<file path="config.mk">
export PLATFORM = sky130hd
export DESIGN_NAME = sdsr_status_regs
export DESIGN_NICKNAME = d
export VERILOG_FILES = /design/src/pkg/sdsr_pkg.sv /design/src/logic/sdsr_status_regs.sv /design/src/logic/sdsr_sync.sv
export SDC_FILE = /design/constraint.sdc
export NUM_CORES = 1
export LEC_CHECK = 0
export BUFFER_PORTS_ARGS = -buffer_cell sky130_fd_sc_hd__buf_4
export CAP_MARGIN = 20
export CORE_MARGIN = 2
export CORE_UTILIZATION = 49
export CTS_CLUSTER_SIZE = 12
export DETAILED_ROUTE_END_ITERATION = 7
export GPL_TIMING_DRIVEN = 0
export HOLD_SLACK_MARGIN = 0.02
export PLACE_DENSITY = 0.77
export SYNTH_ARGS = -nofsm -noshare
export SYNTH_HDL_FRONTEND = slang
export SYNTH_SLANG_ARGS = --single-unit
export TNS_END_PERCENT = 30
</file>
<file path="constraint.sdc">
create_clock -name ref_clk -period 1.5 [get_ports ref_clk]
set_input_delay 0.075 -clock ref_clk [delete_from_list [all_inputs] [get_ports ref_clk]]
set_output_delay 0.075 -clock ref_clk [all_outputs]
set_load 0.005 [all_outputs]
</file>
<file path="src/pkg/sdsr_pkg.sv">
// Purpose: Shared constants and carriers for the motor driver status bank
// Assumes: One 25 MHz clock, register reads arrive as a read strobe
// Notes: Offsets are the documented status register addresses
package sdsr_pkg;
  localparam logic [2:0] ADDR_GENERAL = 3'h4;
  localparam logic [2:0] ADDR_X_FAULT = 3'h5;
  localparam logic [2:0] ADDR_Y_FAULT = 3'h6;
  localparam logic [2:0] ADDR_POSITION = 3'h7;
  localparam logic [7:0] STATUS_RESET = 8'h00;
  localparam logic [6:0] POSITION_RESET = 7'h00;
  localparam int PARITY_BIT = 7;
  localparam int TW_BIT = 6;
  localparam int CP_BIT = 5;
  localparam int X_OPEN_COIL_FLAG_BIT = 3;
  localparam int Y_OPEN_COIL_FLAG_BIT = 2;
  localparam int OVC_MSB = 6;
  localparam int OVC_LSB = 3;
  localparam int TSD_BIT = 2;
  localparam int SYNC_WIDTH = 15; // Bits in sdsr_faults_s

  // Raw fault inputs from the analog detectors
  typedef struct packed {
    logic thermal_warning_flag;
    logic charge_pump_fail;
    logic x_open_coil_flag;
    logic y_open_coil_flag;
    logic [3:0] x_ovc;    // pos_top, pos_bottom, neg_top, neg_bottom
    logic [3:0] y_ovc;    // same order
    logic thermal_shutdown_flag;
    logic [1:0] pad;
  } sdsr_faults_s;

  // Register read request
  typedef struct packed {
    logic rd_en;
    logic [2:0] addr;
  } sdsr_read_s;
endpackage : sdsr_pkg

</file>
<file path="src/logic/sdsr_status_regs.sv">
// Purpose: Read-only diagnostic status bank of a stepper motor driver
// Assumes: Serial framing and parity generation sit outside this block
// Notes: Read data is registered one cycle after the read strobe
// Notes: Latched flags clear on a read only once their fault has gone
// Notes: Detector levels pass two flip-flops before any logic sees them
module sdsr_status_regs (
  input wire logic ref_clk,
  input wire logic reset_n,
  input wire sdsr_pkg::sdsr_faults_s fault_in,
  input wire logic [6:0] microstep_position,
  input wire sdsr_pkg::sdsr_read_s read_req,
  input wire logic parity_bit,
  output logic [7:0] read_data,
  output logic read_valid,
  output logic [3:0] x_fault_out,
  output logic [4:0] y_fault_out
);
  // Detector levels after the synchroniser
  sdsr_pkg::sdsr_faults_s fault_sync;

  // Named bridge levels, one per transistor, plus the thermal shutdown level
  logic x_pos_top_overcurrent;
  logic x_pos_bottom_overcurrent;
  logic x_neg_top_overcurrent;
  logic x_neg_bottom_overcurrent;
  logic y_pos_top_overcurrent;
  logic y_pos_bottom_overcurrent;
  logic y_neg_top_overcurrent;
  logic y_neg_bottom_overcurrent;
  logic thermal_shutdown_flag;

  // Live bits of the general register
  logic warn_live;
  logic pump_live;
  logic x_open_live;
  logic y_open_live;

  // Raw levels in register order
  logic [3:0] x_raw;
  logic [4:0] y_raw;

  // Sticky flag state
  logic [3:0] x_latch_reg;
  logic [3:0] x_latch_next;
  logic [4:0] y_latch_reg;
  logic [4:0] y_latch_next;

  // Read decode per latched register
  logic rd_x;
  logic rd_y;

  // Latched flags merged with the live level
  logic [3:0] x_view;
  logic [4:0] y_view;

  // Register images before parity is merged
  logic [7:0] general_byte;
  logic [7:0] x_byte;
  logic [7:0] y_byte;
  logic [7:0] position_byte;
  logic [7:0] selected_byte;

  // Registered answer
  logic [7:0] read_data_reg;
  logic [7:0] read_data_next;
  logic read_valid_reg;
  logic read_valid_next;

  // Detector levels come from the analog side, so two flops first
  sdsr_sync #(
    .WIDTH(sdsr_pkg::SYNC_WIDTH)
  ) u_fault_sync (
    .ref_clk(ref_clk),
    .reset_n(reset_n),
    .async_in(fault_in),
    .sync_out(fault_sync)
  );

  // Split the bridge flags out of the synchronised bundle
  assign x_pos_top_overcurrent = fault_sync.x_ovc[3];
  assign x_pos_bottom_overcurrent = fault_sync.x_ovc[2];
  assign x_neg_top_overcurrent = fault_sync.x_ovc[1];
  assign x_neg_bottom_overcurrent = fault_sync.x_ovc[0];
  assign y_pos_top_overcurrent = fault_sync.y_ovc[3];
  assign y_pos_bottom_overcurrent = fault_sync.y_ovc[2];
  assign y_neg_top_overcurrent = fault_sync.y_ovc[1];
  assign y_neg_bottom_overcurrent = fault_sync.y_ovc[0];
  assign thermal_shutdown_flag = fault_sync.thermal_shutdown_flag;

  // Live general status levels, never held
  assign warn_live = fault_sync.thermal_warning_flag;
  assign pump_live = fault_sync.charge_pump_fail;
  assign x_open_live = fault_sync.x_open_coil_flag;
  assign y_open_live = fault_sync.y_open_coil_flag;

  // Order: pos_top, pos_bottom, neg_top, neg_bottom, then shutdown
  assign x_raw = {x_pos_top_overcurrent, x_pos_bottom_overcurrent,
    x_neg_top_overcurrent, x_neg_bottom_overcurrent};
  assign y_raw = {y_pos_top_overcurrent, y_pos_bottom_overcurrent,
    y_neg_top_overcurrent, y_neg_bottom_overcurrent,
    thermal_shutdown_flag};

  // A read of 05h or 06h is what clears vanished faults
  assign rd_x = read_req.rd_en && (read_req.addr == sdsr_pkg::ADDR_X_FAULT);
  assign rd_y = read_req.rd_en && (read_req.addr == sdsr_pkg::ADDR_Y_FAULT);

  // Host sees latched flags plus any fault present right now
  assign x_view = x_latch_reg | x_raw;
  assign y_view = y_latch_reg | y_raw;

  // Sticky flags: a set wins over the clear of the same cycle
  always_comb begin
    x_latch_next = x_view;
    y_latch_next = y_view;
    if (rd_x) begin
      x_latch_next = x_raw;
    end
    if (rd_y) begin
      y_latch_next = y_raw;
    end
  end

  // Sticky flag registers, cleared by reset
  always_ff @(posedge ref_clk or negedge reset_n) begin
    if (!reset_n) begin
      x_latch_reg <= '0;
      y_latch_reg <= '0;
    end else begin
      x_latch_reg <= x_latch_next;
      y_latch_reg <= y_latch_next;
    end
  end

  // General register image, flag bits live, bits 4, 1 and 0 stay zero
  always_comb begin
    general_byte = sdsr_pkg::STATUS_RESET;
    general_byte[sdsr_pkg::TW_BIT] = warn_live;
    general_byte[sdsr_pkg::CP_BIT] = pump_live;
    general_byte[sdsr_pkg::X_OPEN_COIL_FLAG_BIT] = x_open_live;
    general_byte[sdsr_pkg::Y_OPEN_COIL_FLAG_BIT] = y_open_live;
  end

  // X fault image, unused low bits stay zero
  always_comb begin
    x_byte = sdsr_pkg::STATUS_RESET;
    x_byte[sdsr_pkg::OVC_MSB:sdsr_pkg::OVC_LSB] = x_view;
  end

  // Y fault image with shutdown just below the flags
  always_comb begin
    y_byte = sdsr_pkg::STATUS_RESET;
    y_byte[sdsr_pkg::OVC_MSB:sdsr_pkg::TSD_BIT] = y_view;
  end

  // Position image, the translator value passes unheld
  always_comb begin
    position_byte = sdsr_pkg::STATUS_RESET;
    position_byte[sdsr_pkg::PARITY_BIT-1:0] = microstep_position;
  end

  // Address decode, unknown addresses read as zero
  always_comb begin
    case (read_req.addr)
      sdsr_pkg::ADDR_GENERAL: begin
        selected_byte = general_byte;
      end
      sdsr_pkg::ADDR_X_FAULT: begin
        selected_byte = x_byte;
      end
      sdsr_pkg::ADDR_Y_FAULT: begin
        selected_byte = y_byte;
      end
      sdsr_pkg::ADDR_POSITION: begin
        selected_byte = position_byte;
      end
      default: begin
        selected_byte = sdsr_pkg::STATUS_RESET;
      end
    endcase
  end

  // Answer path: parity on top, byte held between reads
  always_comb begin
    read_data_next = read_data_reg;
    read_valid_next = read_req.rd_en;
    if (read_req.rd_en) begin
      read_data_next = selected_byte;
      read_data_next[sdsr_pkg::PARITY_BIT] = parity_bit;
    end
  end

  // Answer registers, no write path exists
  always_ff @(posedge ref_clk or negedge reset_n) begin
    if (!reset_n) begin
      read_data_reg <= sdsr_pkg::STATUS_RESET;
      read_valid_reg <= 1'b0;
    end else begin
      read_data_reg <= read_data_next;
      read_valid_reg <= read_valid_next;
    end
  end

  // Every output straight from a flop
  assign read_data = read_data_reg;
  assign read_valid = read_valid_reg;
  assign x_fault_out = x_latch_reg;
  assign y_fault_out = y_latch_reg;
endmodule // sdsr_status_regs

</file>
<file path="src/logic/sdsr_sync.sv">
// Purpose: Two flip-flop synchroniser for a bundle of levels
// Assumes: Inputs are asynchronous levels
// Notes: First stage is read only by the second stage
module sdsr_sync #(
  parameter int WIDTH = 1
) (
  input wire logic ref_clk,
  input wire logic reset_n,
  input wire logic [WIDTH-1:0] async_in,
  output logic [WIDTH-1:0] sync_out
);
  logic [WIDTH-1:0] stage1_reg;
  logic [WIDTH-1:0] stage2_reg;

  // Two-stage capture
  always_ff @(posedge ref_clk or negedge reset_n) begin
    if (!reset_n) begin
      stage1_reg <= '0;
      stage2_reg <= '0;
    end else begin
      stage1_reg <= async_in;
      stage2_reg <= stage1_reg;
    end
  end

  assign sync_out = stage2_reg;
endmodule // sdsr_sync

</file>
==> run metrics <==
Final ANT Viol Nets 0; fmax around 840 MHz; fraction of layout cells with a size suffix above 1 0.3432; Critical Path Start Type flop; Gate Count Post-Synth around 100; Post-Place Worst Slack about 0.3 ns; final instance area approximately 2100 um2; Final min period approximately 1.2 ns; I/O pin count between 40 and 50; PD cells 1011 nW/um2; Buf/Inv on CP 0; Req. time, crit path ~1.7 ns; CTS H-tree depth 2; register area approximately 1100 um2; Critical Path End Type flop; flops & latches, synth between 40 and 50; vias in the first global route roughly 1000; via/cell ratio 5.115; global-route usage over all layers 0.1690; CP max stage cell dfrtp_1; routed via count between 1000 and 1500; TritonRoute pass-1 iters 4; Final Max Slew Viols 0; Crit Path Category flop to flop; GRT overflow 0; dpl cells between 150 and 200; Inserted Diodes 0; Setup violations, final 0; setup_tns 0 ns; global-route wire length before repair slightly above 4000 um; Max-Cap Viols 0; non-filler cells, final 200; CP arrival 1.43 ns; Post-Route WL between 2000 and 3000 um; final hold viol count 0; initial core utilization 0.5290; worst vdd ir approximately 0.00085 V; Buffers on Ports between 40 and 50; fin nets roughly 200; Syn Area/Cell between 10 and 15 um2; fill count 180; Setup WS post-layout a little over 0.3 ns; status finished, final reports clean; post-DR wirelength/cell 12.92 um; worst-margin pin slew 0.5221 ns; Reg clk slew, reported paths between 0.1 and 0.15 ns; Core Area between 2000 and 3000 um2; crit-path max FO 3; CTS sink cnt between 40 and 50; routability cong. between 0.7 and 0.8; Die Ht between 50 and 60 um; max_slew headroom 0.6519; CTS tree built; placed cell area 1846 um2; post-synthesis sequential area ratio 0.7420; delay-heaviest family, CP flip-flops; clk root buf clkbuf_4; clock buffer count from CTS 5; HP Class primary input to flop; postcts setup bufs 0; Layout area overhead 40.89%; Post-Syn Area between 1000 and 1500 um2; post-DP HPWL between 1500 and 2000 um; largest net degree at the start of global routing 45; unrepaired setup endpoints after global routing no; syn_nets 130; CP cell instances nand2b_1, o22ai_1, o32ai_1, mux2_2; maximum clock path buffer count 2; DR DRC count 0; Leak between 0.9 and 1 nW; num rows 19; Hold Slack 0.04094 ns; DR iter-0 viols 21; die area 3485 um2; initial antenna violation count 0; multi-input logic area 344.1 um2; Post-Route Skew between 0.008 and 0.009 ns; synth unique cells 22; die width around 60 um; Yosys warning total 0; Worst path max stage delay around 0.41 ns; final worst-path cycle share 0.7929; clk_lat worst skew around 0.34 ns
worst paths after layout:
check                                      startpoint                  endpoint  slack, ns  depth (start not counted)
max in group asynchronous                     reset_n            x_fault_out[0]       0.89                          2
max                                    x_fault_out[2]              read_data[5]       0.31                          4
max reg2reg                            x_fault_out[2]              read_data[5]       0.31                          4
min in group asynchronous                     reset_n              read_data[2]       0.24                          2
min reg2reg                u_fault_sync.stage1_reg[6]  u_fault_sync.sync_out[6]       0.36                          0
min                                       read_req[2]              read_data[3]       0.04                          3
through the flow:
stage / total power, mW / utilization
after floorplan: 1.369 / -
after global placement: 1.502 / 0.6579
after detailed placement: 1.511 / 0.6579
after CTS: 2.140 / 0.7453
after global routing: 2.224 / 0.7453
final: 2.114 / 0.7453
cells in the final DEF, fill, tap and decap left out, types with 2 or more instances in the layout:
master | Yosys | final
nor2_1 | 4 | 4
dlygate4sd3_1 | 0 | 18
nand4b_1 | 2 | 2
o22ai_1 | 5 | 5
nor2b_1 | 4 | 4
nor3_1 | 5 | 5
dfrtp_1 | 44 | 44
a21o_1 | 9 | 9
nand2b_1 | 3 | 3
nand2_1 | 3 | 3
o32ai_1 | 3 | 3
buf_4 | 0 | 43
a21oi_1 | 2 | 2
buf_6 | 2 | 2
clkbuf_8 | 0 | 2
clkbuf_4 | 0 | 5
inv_1 | 3 | 3
mux2_2 | 4 | 4
power by group:
part	internal (mW)	switching, mW	leakage, nW
sequential	1.25	0.0286	0.500
combinational	0.150	0.0919	0.402
clock	0.266	0.329	0.0374
synthesized netlist by cell type (all sizes together):
master,n,area share
dfrtp,44,0.74
a21o,9,0.046
nor3,5,0.017
o22ai,5,0.021
mux2,4,0.030
nand2,4,0.012
nor2,4,0.010
nor2b,4,0.017
buf,3,0.019
inv,3,0.0076
nand2b,3,0.013
o32ai,3,0.018
a21oi,2,0.0067
nand4b,2,0.012
a32oi,1,0.0059
and3,1,0.0042
nand3,1,0.0034
nand3b,1,0.0051
o32a,1,0.0067
or2b,1,0.0051
area by class of cell:
type / instances / area share
Inverter: 3 / 0.005386
Timing Repair Buffer: 61 / 0.2406
Buffer: 3 / 0.01317
Sequential cell: 44 / 0.5266
Tap cell: 31 / 0.01855
Multi-Input combinational cell: 51 / 0.1646
Clock buffer: 7 / 0.03112
metal layers:
metal,wire length (um),global-route usage
met5,0,0
met2,1360,0.2984
met1,1044,0.1851
met3,147,0.04585
met4,31,0.08766
what timing repair did:
| action | CTS | global route |
|---|---|---|
| hold buffers | 18 | 0 |
| hold endpoints to repair | 62 | 0 |
| resized for setup | 0 | 0 |
cells by family (layout without fill, tap and decap cells):
family                 Yosys count  count (layout)  synth area share
buffers and inverters            6              74           0.02613
AND/OR/NAND/NOR                 26              26           0.09781
flip-flops                      44              44            0.7420
multiplexers                     4               4           0.03035
AO/OA/AOI/OAI                   21              21            0.1037
tightest hold or removal path, stage by stage:
cell and delay, ns:
buf_4 0.14, nand2_1 0.08, a32oi_1 0.06
(Power assumes the default switching activity.)
